==> src/core/sysref_pkg.sv <==
// Register map, field layout and shared types of the capture control
package sysref_pkg;
   localparam int ADR_W = 12;
   localparam int DAT_W = 32;
   // Register indexes; the byte address is four times the index
   localparam logic [9:0] IDX_SETUP = 10'h120;
   localparam logic [9:0] IDX_IGNORE = 10'h121;
   localparam logic [9:0] IDX_SKEW = 10'h122;
   localparam logic [9:0] IDX_STATE = 10'h130;
   localparam logic [9:0] IDX_IRQ_STAT = 10'h131;
   localparam logic [9:0] IDX_IRQ_MASK = 10'h132;
   // Setup register fields
   localparam int SETUP_FLAG_RST = 6;
   localparam int SETUP_POL = 4;
   localparam int SETUP_EDGE = 3;
   localparam int SETUP_MODE_LO = 1;
   // Skew register fields
   localparam int SKEW_NEG_LO = 2;
   localparam int SKEW_POS_LO = 0;
   // Interrupt status bits
   localparam int EVT_CAPTURE = 0;
   localparam int EVT_SETUP = 1;
   localparam int EVT_HOLD = 2;
   localparam int EVT_N = 3;
   // Reset values
   localparam logic [7:0] SETUP_RST = 8'h00;
   localparam logic [3:0] IGNORE_RST = 4'h0;
   localparam logic [3:0] SKEW_RST = 4'h0;
   localparam logic [EVT_N-1:0] MASK_RST = 3'h0;
   // Alignment reference: sample clocks per reference period
   localparam int PHASE_W = 4;
   localparam logic [PHASE_W:0] PHASE_PERIOD = 5'h10;
   localparam logic [PHASE_W-1:0] PHASE_AFTER_ALIGN = 4'h1;

   typedef enum logic [1:0] {
      MODE_OFF,
      MODE_CONT,
      MODE_SHOT,
      MODE_SPARE
   } mode_type;

   typedef enum logic [1:0] {
      ST_IDLE,
      ST_RUN,
      ST_ARMED,
      ST_DONE
   } cap_state_type;

   typedef struct packed {
      logic cyc;
      logic stb;
      logic we;
      logic [ADR_W-1:0] adr;
      logic [3:0] sel;
      logic [DAT_W-1:0] dat;
   } wb_req_type;

   typedef struct packed {
      logic ack;
      logic [DAT_W-1:0] dat;
   } wb_rsp_type;

   typedef struct packed {
      logic flag_rst;
      logic pol;
      logic edge_sel;
      mode_type mode;
   } setup_type;
endpackage : sysref_pkg

==> src/core/sysref_capture_control.sv <==
// Alignment strobe capture control with Wishbone register access
`timescale 1ns/1ps
module sysref_capture_control (
   input wire logic clk_i,
   input wire logic arst_n_i,
   input wire sysref_pkg::wb_req_type wb_i,
   output sysref_pkg::wb_rsp_type wb_o,
   input wire logic sysref_i,
   input wire logic conv_clk_i,
   output logic capture_o,
   output logic irq_o
);
   import sysref_pkg::*;

   setup_type cfg;
   logic [3:0] ignore_cnt;
   logic [1:0] skew_neg;
   logic [1:0] skew_pos;
   logic [EVT_N-1:0] irq_stat;
   logic [EVT_N-1:0] irq_mask;
   logic [1:0] pins_s;
   logic sysref_s;
   logic conv_s;
   logic conv_d;
   logic samp_en;
   logic sref_prev;
   logic transition;
   cap_state_type st;
   logic [3:0] ign_left;
   logic cap;
   logic [PHASE_W-1:0] phase;
   logic have_ref;
   logic in_window;
   logic early;
   logic setup_err;
   logic hold_err;
   logic setup_evt;
   logic hold_evt;
   logic cap_evt;
   logic wb_hit;
   logic wb_wr;
   logic [9:0] idx;
   logic [7:0] rd_data;
   logic [EVT_N-1:0] evt_set;

   ////////////////////////////////////////////////////////////////////////
   // Wishbone slave

   assign wb_hit = wb_i.cyc && wb_i.stb && !wb_o.ack;
   assign wb_wr = wb_hit && wb_i.we && wb_i.sel[0];
   assign idx = wb_i.adr[ADR_W-1:2];

   always_ff @(posedge clk_i or negedge arst_n_i) begin
      if (!arst_n_i) begin
         wb_o <= '0;
      end else begin
         wb_o.ack <= wb_hit;
         if (wb_hit && !wb_i.we) begin
            wb_o.dat <= {24'h000000, rd_data};
         end
      end
   end

   always_comb begin
      rd_data = 8'h00;
      if (idx == IDX_SETUP) begin
         rd_data[SETUP_FLAG_RST] = cfg.flag_rst;
         rd_data[SETUP_POL] = cfg.pol;
         rd_data[SETUP_EDGE] = cfg.edge_sel;
         rd_data[SETUP_MODE_LO +: 2] = cfg.mode;
      end else if (idx == IDX_IGNORE) begin
         rd_data[3:0] = ignore_cnt;
      end else if (idx == IDX_SKEW) begin
         rd_data[SKEW_NEG_LO +: 2] = skew_neg;
         rd_data[SKEW_POS_LO +: 2] = skew_pos;
      end else if (idx == IDX_STATE) begin
         rd_data = {have_ref, st == ST_DONE, st == ST_ARMED,
                    st == ST_RUN, 2'h0, hold_err, setup_err};
      end else if (idx == IDX_IRQ_STAT) begin
         rd_data[EVT_N-1:0] = irq_stat;
      end else if (idx == IDX_IRQ_MASK) begin
         rd_data[EVT_N-1:0] = irq_mask;
      end
   end

   ////////////////////////////////////////////////////////////////////////
   // Control registers

   always_ff @(posedge clk_i or negedge arst_n_i) begin
      if (!arst_n_i) begin
         cfg <= setup_type'(5'(SETUP_RST >> SETUP_MODE_LO));
      end else if (wb_wr && idx == IDX_SETUP) begin
         cfg.flag_rst <= wb_i.dat[SETUP_FLAG_RST];
         cfg.pol <= wb_i.dat[SETUP_POL];
         cfg.edge_sel <= wb_i.dat[SETUP_EDGE];
         cfg.mode <= mode_type'(wb_i.dat[SETUP_MODE_LO +: 2]);
      end
   end

   always_ff @(posedge clk_i or negedge arst_n_i) begin
      if (!arst_n_i) begin
         ignore_cnt <= IGNORE_RST;
      end else if (wb_wr && idx == IDX_IGNORE) begin
         ignore_cnt <= wb_i.dat[3:0];
      end
   end

   always_ff @(posedge clk_i or negedge arst_n_i) begin
      if (!arst_n_i) begin
         {skew_neg, skew_pos} <= SKEW_RST;
      end else if (wb_wr && idx == IDX_SKEW) begin
         skew_neg <= wb_i.dat[SKEW_NEG_LO +: 2];
         skew_pos <= wb_i.dat[SKEW_POS_LO +: 2];
      end
   end

   always_ff @(posedge clk_i or negedge arst_n_i) begin
      if (!arst_n_i) begin
         irq_mask <= MASK_RST;
      end else if (wb_wr && idx == IDX_IRQ_MASK) begin
         irq_mask <= wb_i.dat[EVT_N-1:0];
      end
   end

   ////////////////////////////////////////////////////////////////////////
   // Pin sampling and transition detection

   sysref_sync2 u_sync (
      .clk_i(clk_i),
      .arst_n_i(arst_n_i),
      .async_i({conv_clk_i, sysref_i}),
      .sync_o(pins_s)
   );

   assign sysref_s = pins_s[0];
   assign conv_s = pins_s[1];

   always_ff @(posedge clk_i or negedge arst_n_i) begin
      if (!arst_n_i) begin
         conv_d <= 1'b0;
      end else begin
         conv_d <= conv_s;
      end
   end

   // Sample on the chosen converter clock edge
   assign samp_en = cfg.edge_sel ? (conv_d && !conv_s)
                                 : (!conv_d && conv_s);

   always_ff @(posedge clk_i or negedge arst_n_i) begin
      if (!arst_n_i) begin
         sref_prev <= 1'b0;
      end else if (samp_en) begin
         sref_prev <= sysref_s;
      end
   end

   assign transition = samp_en && (cfg.pol ? (sref_prev && !sysref_s)
                                   : (!sref_prev && sysref_s));

   ////////////////////////////////////////////////////////////////////////
   // Capture mode state machine

   always_ff @(posedge clk_i or negedge arst_n_i) begin
      if (!arst_n_i) begin
         st <= ST_IDLE;
      end else begin
         case (st)
            ST_IDLE: begin
               if (cfg.mode == MODE_CONT) begin
                  st <= ST_RUN;
               end else if (cfg.mode == MODE_SHOT) begin
                  st <= ST_ARMED;
               end
            end
            ST_RUN: begin
               if (cfg.mode != MODE_CONT) begin
                  st <= ST_IDLE;
               end
            end
            ST_ARMED: begin
               if (cfg.mode != MODE_SHOT) begin
                  st <= ST_IDLE;
               end else if (transition && ign_left == 4'h0) begin
                  st <= ST_DONE;
               end
            end
            default: begin
               if (cfg.mode != MODE_SHOT) begin
                  st <= ST_IDLE;
               end
            end
         endcase
      end
   end

   always_ff @(posedge clk_i or negedge arst_n_i) begin
      if (!arst_n_i) begin
         ign_left <= IGNORE_RST;
      end else if (st != ST_ARMED) begin
         ign_left <= ignore_cnt;
      end else if (transition && ign_left != 4'h0) begin
         ign_left <= ign_left - 4'h1;
      end
   end

   assign cap = transition && (st == ST_RUN ||
                (st == ST_ARMED && ign_left == 4'h0));

   ////////////////////////////////////////////////////////////////////////
   // Alignment reference and skew windows

   sysref_skew_check u_skew (
      .phase_i(phase),
      .neg_i(skew_neg),
      .pos_i(skew_pos),
      .in_window_o(in_window),
      .early_o(early)
   );

   always_ff @(posedge clk_i or negedge arst_n_i) begin
      if (!arst_n_i) begin
         phase <= '0;
         have_ref <= 1'b0;
      end else if (cap && (!have_ref || !in_window)) begin
         phase <= PHASE_AFTER_ALIGN;
         have_ref <= 1'b1;
      end else if (samp_en) begin
         phase <= phase + PHASE_AFTER_ALIGN;
      end
   end

   assign setup_evt = cap && have_ref && !in_window && early;
   assign hold_evt = cap && have_ref && !in_window && !early;

   always_ff @(posedge clk_i or negedge arst_n_i) begin
      if (!arst_n_i) begin
         setup_err <= 1'b0;
         hold_err <= 1'b0;
      end else if (cfg.flag_rst) begin
         setup_err <= 1'b0;
         hold_err <= 1'b0;
      end else begin
         setup_err <= setup_err || setup_evt;
         hold_err <= hold_err || hold_evt;
      end
   end

   always_ff @(posedge clk_i or negedge arst_n_i) begin
      if (!arst_n_i) begin
         cap_evt <= 1'b0;
      end else begin
         cap_evt <= cap;
      end
   end

   assign capture_o = cap_evt;

   ////////////////////////////////////////////////////////////////////////
   // Interrupt status, write one to clear, set wins

   assign evt_set = {hold_evt, setup_evt, cap};

   always_ff @(posedge clk_i or negedge arst_n_i) begin
      if (!arst_n_i) begin
         irq_stat <= '0;
      end else if (wb_wr && idx == IDX_IRQ_STAT) begin
         irq_stat <= (irq_stat & ~wb_i.dat[EVT_N-1:0]) | evt_set;
      end else begin
         irq_stat <= irq_stat | evt_set;
      end
   end

   always_ff @(posedge clk_i or negedge arst_n_i) begin
      if (!arst_n_i) begin
         irq_o <= 1'b0;
      end else begin
         irq_o <= |(irq_stat & irq_mask);
      end
   end

   ////////////////////////////////////////////////////////////////////////
   // Assertions

   a_flag_reset_clear: assert property (
      @(posedge clk_i) disable iff (!arst_n_i)
      cfg.flag_rst |=> (!setup_err && !hold_err))
      else $error("error flags not cleared while held in reset");
   a_rise_capture: assert property (
      @(posedge clk_i) disable iff (!arst_n_i)
      (samp_en && !cfg.pol && !sref_prev && sysref_s && st == ST_RUN)
      |=> capture_o)
      else $error("rising transition not captured");
   a_fall_capture: assert property (
      @(posedge clk_i) disable iff (!arst_n_i)
      (samp_en && cfg.pol && sref_prev && !sysref_s && st == ST_RUN)
      |=> capture_o)
      else $error("falling transition not captured");
   a_wrong_polarity: assert property (
      @(posedge clk_i) disable iff (!arst_n_i)
      (samp_en && !cfg.pol && sref_prev && !sysref_s) |=> !capture_o)
      else $error("falling transition captured in rising mode");
   a_edge_sample: assert property (
      @(posedge clk_i) disable iff (!arst_n_i)
      samp_en |-> (cfg.edge_sel ? $fell(conv_s) : $rose(conv_s)))
      else $error("strobe sampled on the wrong clock edge");
   a_mode_off: assert property (
      @(posedge clk_i) disable iff (!arst_n_i)
      (cfg.mode == MODE_OFF)[*2] |=> !capture_o)
      else $error("capture while disabled");
   a_mode_enter: assert property (
      @(posedge clk_i) disable iff (!arst_n_i)
      (st == ST_IDLE && cfg.mode == MODE_CONT) |=> st == ST_RUN)
      else $error("continuous mode not entered");
   a_ignore_skip: assert property (
      @(posedge clk_i) disable iff (!arst_n_i)
      (st == ST_ARMED && cfg.mode == MODE_SHOT && transition
       && ign_left != 4'h0)
      |=> (!capture_o && ign_left == $past(ign_left) - 4'h1))
      else $error("ignored transition was captured");
   a_shot_hold: assert property (
      @(posedge clk_i) disable iff (!arst_n_i)
      (st == ST_DONE && cfg.mode == MODE_SHOT) |=> (st == ST_DONE
       && !capture_o))
      else $error("single shot captured again before re-arm");
   a_neg_tolerate: assert property (
      @(posedge clk_i) disable iff (!arst_n_i)
      (cap && have_ref && !cfg.flag_rst && phase != '0 &&
       ({1'b0, phase} + {3'h0, skew_neg}) >= PHASE_PERIOD)
      |=> (setup_err == $past(setup_err) && phase == $past(phase) + 4'h1))
      else $error("early transition inside window not tolerated");
   a_exact_alignment: assert property (
      @(posedge clk_i) disable iff (!arst_n_i)
      (cap && have_ref && !cfg.flag_rst && skew_neg == 2'h0
       && skew_pos == 2'h0 && phase != '0)
      |=> ((setup_err || hold_err) && phase == PHASE_AFTER_ALIGN))
      else $error("misaligned capture accepted with zero window");
   a_pos_tolerate: assert property (
      @(posedge clk_i) disable iff (!arst_n_i)
      (cap && have_ref && !cfg.flag_rst && phase != '0
       && phase <= {2'h0, skew_pos})
      |=> hold_err == $past(hold_err))
      else $error("late transition inside window not tolerated");
   a_pos_exceed: assert property (
      @(posedge clk_i) disable iff (!arst_n_i)
      (cap && have_ref && !cfg.flag_rst
       && phase == {2'h0, skew_pos} + 4'h1 && !phase[PHASE_W-1])
      |=> hold_err)
      else $error("late transition past window not flagged");
   a_irq_level: assert property (
      @(posedge clk_i) disable iff (!arst_n_i)
      |(irq_stat & irq_mask) |=> irq_o)
      else $error("interrupt not raised for unmasked status");
endmodule : sysref_capture_control

==> src/core/sysref_sync2.sv <==
// Two-flop synchroniser for the strobe and converter clock pins
`timescale 1ns/1ps
module sysref_sync2 (
   input wire logic clk_i,
   input wire logic arst_n_i,
   input wire logic [1:0] async_i,
   output logic [1:0] sync_o
);
   logic [1:0] meta;

   always_ff @(posedge clk_i or negedge arst_n_i) begin
      if (!arst_n_i) begin
         meta <= 2'h0;
         sync_o <= 2'h0;
      end else begin
         meta <= async_i;
         sync_o <= meta;
      end
   end
endmodule : sysref_sync2

==> src/core/sysref_skew_check.sv <==
// Judges a captured transition against the skew windows
`timescale 1ns/1ps
module sysref_skew_check
   import sysref_pkg::*;
(
   input wire logic [PHASE_W-1:0] phase_i,
   input wire logic [1:0] neg_i,
   input wire logic [1:0] pos_i,
   output logic in_window_o,
   output logic early_o
);
   logic [PHASE_W:0] ahead;

   always_comb begin
      ahead = PHASE_PERIOD - {1'b0, phase_i};
      early_o = phase_i[PHASE_W-1];
      in_window_o = 1'b0;
      if (phase_i == '0) begin
         in_window_o = 1'b1;
      end else if (early_o) begin
         in_window_o = (ahead <= {3'h0, neg_i});
      end else begin
         in_window_o = (phase_i <= {2'h0, pos_i});
      end
   end
endmodule : sysref_skew_check

==> config.mk <==
export PLATFORM = sky130hd
export DESIGN_NAME = sysref_capture_control
export DESIGN_NICKNAME = d
export VERILOG_FILES = /design/src/core/sysref_pkg.sv /design/src/core/sysref_capture_control.sv /design/src/core/sysref_sync2.sv /design/src/core/sysref_skew_check.sv
export SDC_FILE = /design/constraint.sdc
export NUM_CORES = 1
export LEC_CHECK = 0
export ABC_AREA = 1
export BUFFER_PORTS_ARGS = -buffer_cell sky130_fd_sc_hd__buf_4
export CORE_MARGIN = 2
export CORE_UTILIZATION = 51
export CTS_CLUSTER_DIAMETER = 50
export CTS_CLUSTER_SIZE = 40
export DETAILED_ROUTE_END_ITERATION = 10
export PLACE_DENSITY = 0.85
export SLEW_MARGIN = 15
export SYNTH_ARGS = -nofsm -noshare
export SYNTH_HDL_FRONTEND = slang
export SYNTH_SLANG_ARGS = --single-unit
==> constraint.sdc <==
create_clock -name clk_i -period 2.6 [get_ports clk_i]
set_input_delay 0.13 -clock clk_i [delete_from_list [all_inputs] [get_ports clk_i]]
set_output_delay 0.13 -clock clk_i [all_outputs]
set_load 0.02 [all_outputs]
==> results.py, run 1 <==
metrics = {
    "worst_setup_path": {
        "critPathKind": "reg -> reg",
        "max_stage_delay_ns": 0.43,
        "arrival_ns": 2.23,
        "worstPathRequired_ns": 2.79,
        "path_delay_family": "adder cells",
        "crit_path_end_kind": "register",
        "start_kind": "register",
        "cp.buffers_inverters": 2,
        "reg2reg_slack_ns": 0.56,
        "slowest_stage": "dfrtp_1",
        "path_max_fanout": 5,
        "crit_chain": "inv_1 -> ha_1 -> ha_1 -> inv_1 -> nor2_1 -> o21ai_0 -> nand2_1 -> nand2_1 -> a21oi_1 -> or2_2",
    },
    "flow_run": {
        "cap_violations": 0,
    },
    "cells_and_area": {
        "drive_above_1_share_pct": 17.1,
        "multiInputGateArea_um2": 1340,
        "nFillCells": 501,
        "instances_no_fill": 469,
        "area_growth_pct": 12.6,
        "regArea_um2": 1230,
        "finalNetCount": 465,
        "antenna_cells": 0,
        "fin_area_um2": 3220,
    },
    "sta": {
        "period_needed_ns": 2.04,
        "fmax_ghz": 0.489,
        "setup_ws_ns": 0.556,
        "hold_viol_final": 0,
        "finalSetupTns_ns": 0,
        "clock_skew_ns": 0.00747,
        "period_share_pct": 78.6,
        "finalSetupViolCount": 0,
        "slew_viol_final": 0,
        "relSlewSlack_pct": 58.5,
        "rsz0062_at_grt": "no",
        "max_slew.worst_pin.slew_ns": 0.622,
    },
    "power_and_ir_drop": {
        "power_mw": 2.03,
        "p_leak_nw": 1.70,
        "irDropWorstVdd_v": 0.000439,
        "p_per_area_nw_per_um2": 631,
    },
    "synth": {
        "syn_avg_cell_area_um2": 8.08,
        "synth_edf_count": 0,
        "ys_warn_count": 0,
        "synth_ff_type": "dfrtp_1",
        "async_reset_ff_share_pct": 100,
        "synth.cell_area_um2": 2860,
        "yosysMostFrequentCell": "nand2_1",
        "synth_common_cells": "80 x nand2_1, 49 x dfrtp_1, 47 x inv_1",
        "synth_cell_types": 30,
        "postSynthCellCount": 354,
        "ys_seq_area_share_pct": 42.9,
        "yosysTopAreaCell": "dfrtp_1",
        "synth_area_leaders": "dfrtp_1 43%, nand2_1 10%, buf_4 6.6%",
        "synth_seq_cells": 49,
        "synth_largest_type_area_fraction_pct": 42.9,
    },
    "clocking": {
        "clk_pin_slew_ns": 0.09,
        "htreeDepth": 2,
        "cts_tree": "done",
        "numCtsBuffers": 5,
        "clkSinkCount": 49,
        "post_cts_buffers": 0,
        "clkLatencyLatePin_ns": 0.31,
        "cts_root_buffer": "clkbuf_8",
        "cts.path.max_buffers": 2,
    },
    "drt": {
        "vias": 2318,
        "wl_per_cell_um": 12.0,
        "vias_per_cell": 4.94,
        "drc": 0,
        "routed_wl_um": 5630,
        "drt_iter0_drc": 128,
        "drtAntennaViolNets": 0,
        "dr.pass1.iters": 4,
    },
    "placement": {
        "postPlaceCellArea_um2": 3110,
        "dp_hpwl_um": 4300,
        "dp_slack_ns": 0.546,
        "port_buffers": 34,
        "place_inst": 458,
        "gp_congestion": 0.859,
    },
    "die": {
        "ios": 90,
        "num_rows": 27,
        "start_util_pct": 52.3,
        "core_um2": 5470,
        "dieArea_um2": 6230,
        "die_h_um": 78.9,
        "die_x_um": 78.9,
    },
    "grt": {
        "grt_pass1_wl_um": 9700,
        "grt_max_degree": 50,
        "grt_pass1_vias": 2220,
        "overflow": 0,
        "grt_use_total_pct": 19.8,
        "antenna_found_initial": 0,
    },
    "min_path": {
        "hold_class": "in -> reg",
    },
    "run_status": {
        "status": "completed",
    },
}
## worst reg2reg max path: cells and delay by family, from the launching register on
family	cells	cell delay, ns
buf+inv	2	0.17
compound gates	2	0.27
fa+ha+maj	2	0.61
simple gates	4	0.47
flops	1	0.43
## flip-flops by register name, summed over array words and instances (netlist names)
register	count
st	2
irq_o	1
skew_pos	2
conv_d	1
ign_left	4
hold_err	1
u_sync.meta	2
capture_o	1
skew_neg	2
wb_o	9
phase	4
have_ref	1
sref_prev	1
ignore_cnt	4
setup_err	1
cfg	5
irq_stat	3
irq_mask	3
u_sync.sync_o	2
## routing by layer
metal,track usage [%],wire (um),vias up
li1,-,-,1159
met1,25.7,2550,1075
met2,32.6,2680,71
met3,3.98,296,13
met4,8.28,107,0
met5,0,0,-
## where the power goes
group | internal, mW | switching, mW | total, mW | leakage (nW)
sequential | 0.855 | 0.0813 | 0.936 | 0.634
combinational | 0.246 | 0.408 | 0.654 | 1.02
clock | 0.186 | 0.256 | 0.442 | 0.0439
total | 1.29 | 0.746 | 2.03 | 1.70
## path summary, 6_finish.rpt
| check | endpoint | cells after the start | startpoint |
|---|---|---|---|
| max | phase[0] | 10 | phase[0] |
| max in group asynchronous | st[1] | 2 | arst_n_i |
| min | cfg[3] | 2 | wb_i[4] |
| max reg2reg | phase[0] | 10 | phase[0] |
| min in group asynchronous | irq_mask[1] | 2 | arst_n_i |
| min reg2reg | u_sync.sync_o[0] | 0 | u_sync.meta[0] |
## cell families (layout without fill, tap and decap cells)
family,count (synthesis),after routing,share of synthesized area (%)
XOR/XNOR,2,2,0.612
other,1,24,0.131
adder cells (fa/ha/maj),14,14,6.12
AO/OA/AOI/OAI,54,54,10.2
multiplexers,2,2,1.05
flip-flops,49,49,42.9
AND/OR/NAND/NOR,154,154,25.5
buffers and inverters,78,98,13.5
## metrics by stage
stage | hold WS (ns) | util [%]
global placement | 0.187 | 56.7
CTS | 0.0420 | 58.9
detailed placement | 0.188 | 56.7
finish | 0.0498 | 58.9
floorplan | -0.166 | -
global route | 0.0413 | 58.9
## placed cells by master, fill, tap and decap left out, drive strengths merged
master,synthesis,routed
nand2,86,86
inv,53,53
dfrtp,49,49
nor2,38,38
o21ai,36,36
buf,25,34
conb,1,24
nand3,20,20
ha,14,14
a21oi,11,11
nand4,5,5
clkbuf,0,5
o31ai,3,3
dlygate4sd3,0,3
nand3b,2,2
nor3,2,2
xor2,2,2
mux2,2,2
clkinv,0,2
a221oi,1,1
o22ai,1,1
or2,1,1
o21a,1,1
o22a,1,1
clkinvlp,0,1
## area by class of cell
cell class / count / share of cell area [%]
Tap cell: 72 / 2.80
Sequential cell: 49 / 38.1
Clock buffer: 5 / 2.14
Multi-Input combinational cell: 250 / 41.4
Clock inverter: 3 / 0.544
Timing Repair Buffer: 37 / 8.85
Inverter: 53 / 6.17
## timing repair
| action | in CTS | in global routing |
|---|---|---|
| resized for setup | 0 | 0 |
| hold endpoints to repair | 51 | 0 |
| hold buffers | 3 | 0 |
(Power assumes the default switching activity.)
==> run 2, diff against run 1 <==
clock period = 2.1 ns   (was 2.6 ns; I/O delays follow)
==> results.py, run 2 (synthesis gave the netlist of run 1 again) <==
metrics = {
    "run_status": {
        "status": "completed",
    },
    "placement": {
        "dp_hpwl_um": 4300,
        "gp_congestion": 0.867,
        "port_buffers": 34,
    },
    "power_and_ir_drop": {
        "swShare_pct": 36.2,
        "irDropWorstVdd_v": 0.000519,
        "p_per_area_nw_per_um2": 784,
        "power_mw": 2.54,
        "power_frac_comb_pct": 33.6,
        "p_sw_mw": 0.920,
        "p_leak_nw": 1.70,
        "power_frac_clock_pct": 21.4,
        "internal_power_mw": 1.62,
        "seqPwrFrac_pct": 45.0,
    },
    "sta": {
        "relSlewSlack_pct": 59.4,
        "slew_viol_final": 0,
        "hold_viol_final": 0,
        "period_share_pct": 91.1,
        "max_slew.worst_pin.slew_ns": 0.609,
        "period_needed_ns": 1.91,
        "finalSetupViolCount": 0,
        "fmax_ghz": 0.523,
        "clock_skew_ns": 0.00910,
        "rsz0062_at_grt": "no",
        "finalSetupTns_ns": 0,
    },
    "cells_and_area": {
        "largest_register": "wb_o",
        "finalNetCount": 468,
        "area_growth_pct": 13.3,
        "layout_commonest_cell": "nand2_1",
        "antenna_cells": 0,
        "drive_above_1_share_pct": 17.5,
        "largest_reg_flops": 9,
        "final_cell_mix": "80 x nand2_1, 48 x dfrtp_1, 47 x inv_1",
        "top_regs": "wb_o: 9 flops, cfg: 5 flops",
    },
    "clocking": {
        "cts.path.max_buffers": 2,
        "clkSinkCount": 49,
        "cts_tree": "done",
        "numCtsBuffers": 5,
        "cts_root_buffer": "clkbuf_8",
        "clk_pin_slew_ns": 0.08,
        "htreeDepth": 2,
        "clkLatencyLatePin_ns": 0.30,
    },
    "grt": {
        "grt_use_total_pct": 19.7,
        "grt_pass1_wl_um": 9720,
        "overflow": 0,
        "antenna_found_initial": 0,
        "grt_max_degree": 50,
        "grt_pass1_vias": 2223,
    },
    "worst_setup_path": {
        "reg2reg_slack_ns": 0.19,
        "crit_path_end_kind": "register",
        "path_max_fanout": 4,
        "r2r-start": "phase[1]",
        "start_kind": "register",
        "startpoint": "phase[1]",
        "arrival_ns": 2.10,
        "cp.depth": 10,
        "crit_end": "phase[0]",
        "slowest_stage": "dfrtp_2",
        "path_delay_family": "adder cells",
        "cp.buffers_inverters": 2,
        "reg2reg_depth": 10,
        "max_stage_delay_ns": 0.42,
        "crit_chain": "inv_1 -> ha_1 -> ha_1 -> inv_1 -> nor2_1 -> o21ai_1 -> nand2_1 -> nand2_1 -> a21oi_1 -> or2_2",
        "worstPathRequired_ns": 2.29,
        "critPathKind": "reg -> reg",
        "r2r-end": "phase[0]",
    },
    "flow_run": {
        "cap_violations": 0,
    },
    "min_path": {
        "hold_path_depth": 2,
        "hold_class": "in -> reg",
    },
    "die": {
        "start_util_pct": 52.3,
        "core_um2": 5470,
        "die_h_um": 78.9,
        "die_x_um": 78.9,
        "num_rows": 27,
        "ios": 90,
        "dieArea_um2": 6230,
    },
    "drt": {
        "dr.pass1.iters": 4,
        "vias_per_cell": 4.91,
        "wl_per_cell_um": 11.9,
        "routed_wl_um": 5600,
        "vias": 2318,
        "drt_iter0_drc": 135,
        "drtAntennaViolNets": 0,
        "drc": 0,
    },
}
==> run 2: cell count changes in the layout (fill, tap and decap cells not counted) <==
cell	change
clkinv_2	-2
dfrtp_2	+1
o21ai_1	+1
buf_4	+3
clkbuf_1	+2
dfrtp_1	-1
o21ai_0	-1
==> run 2: power groups by stage <==
stage	clock [mW]	combinational (mW)	sequential, mW
3_3_place_gp	0	0.780	1.16
6_report	0.545	0.854	1.15
3_5_place_dp	0	0.822	1.17
5_1_grt	0.590	1.00	1.16
2_1_floorplan	0	0.608	1.17
4_1_cts	0.560	0.830	1.15
==> run 2: worst register-to-register path, stage by stage, from the launching register on <==
cell and delay, ns:
dfrtp_2 0.42, inv_1 0.08, ha_1 0.24, ha_1 0.29, inv_1 0.06, nor2_1 0.04
o21ai_1 0.13, nand2_1 0.07, nand2_1 0.07, a21oi_1 0.12, or2_2 0.29
==> run 2: final cells by class <==
| class | instances | area [um2] |
|---|---|---|
| multi-input cells | 250 | 1340 |
| flip-flops and latches | 49 | 1230 |
| clock inverters | 1 | 7.51 |
| repair buffers | 40 | 308 |
| clock buffers | 7 | 76.3 |
| fillers | 476 | 2230 |
| well taps | 72 | 90.1 |
| inverters | 53 | 199 |
==> run 2: worst min path at each step <==
stage | from | endpoint | slack (ns)
3_3_place_gp | arst_n_i | phase[2] | 0.16
3_5_place_dp | arst_n_i | phase[2] | 0.16
5_1_grt | wb_i[4] | cfg[3] | 0.02
6_report | wb_i[4] | cfg[3] | 0.03
4_1_cts | wb_i[4] | cfg[3] | 0.02
2_1_floorplan | arst_n_i | capture_o | -0.19
==> run 2: what timing repair did <==
action,in CTS,in global routing
gates resized for setup,0,2
endpoints found under the setup margin,0,2
endpoints found under the hold margin,51,0
setup buffers,0,1
hold buffers,3,0
==> run 2: per-stage QoR <==
stage               instance area (um2)  setup slack (ns)  hold slack (ns)  util, %  std cells
finish                             3240             0.186           0.0313     59.3        472
global route                       3240            0.0525           0.0222     59.3        472
CTS                                3230            0.0539           0.0213     59.1        471
detailed placement                 3120            0.0652            0.164     57.0        460
global placement                   3120             0.133            0.155     57.0        460
floorplan                          2950             0.230           -0.191        -        377
==> run 2: metal layers <==
metal / share of wire [%] / routed length, um / vias to the layer above / GRT usage, %
met2: 48 / 2700 / 69 / 35.0
li1: - / - / 1171 / -
met5: 0 / 0 / - / 0
met4: 1.2 / 68 / 0 / 4.83
met1: 45 / 2530 / 1069 / 25.1
met3: 5.5 / 306 / 9 / 3.52
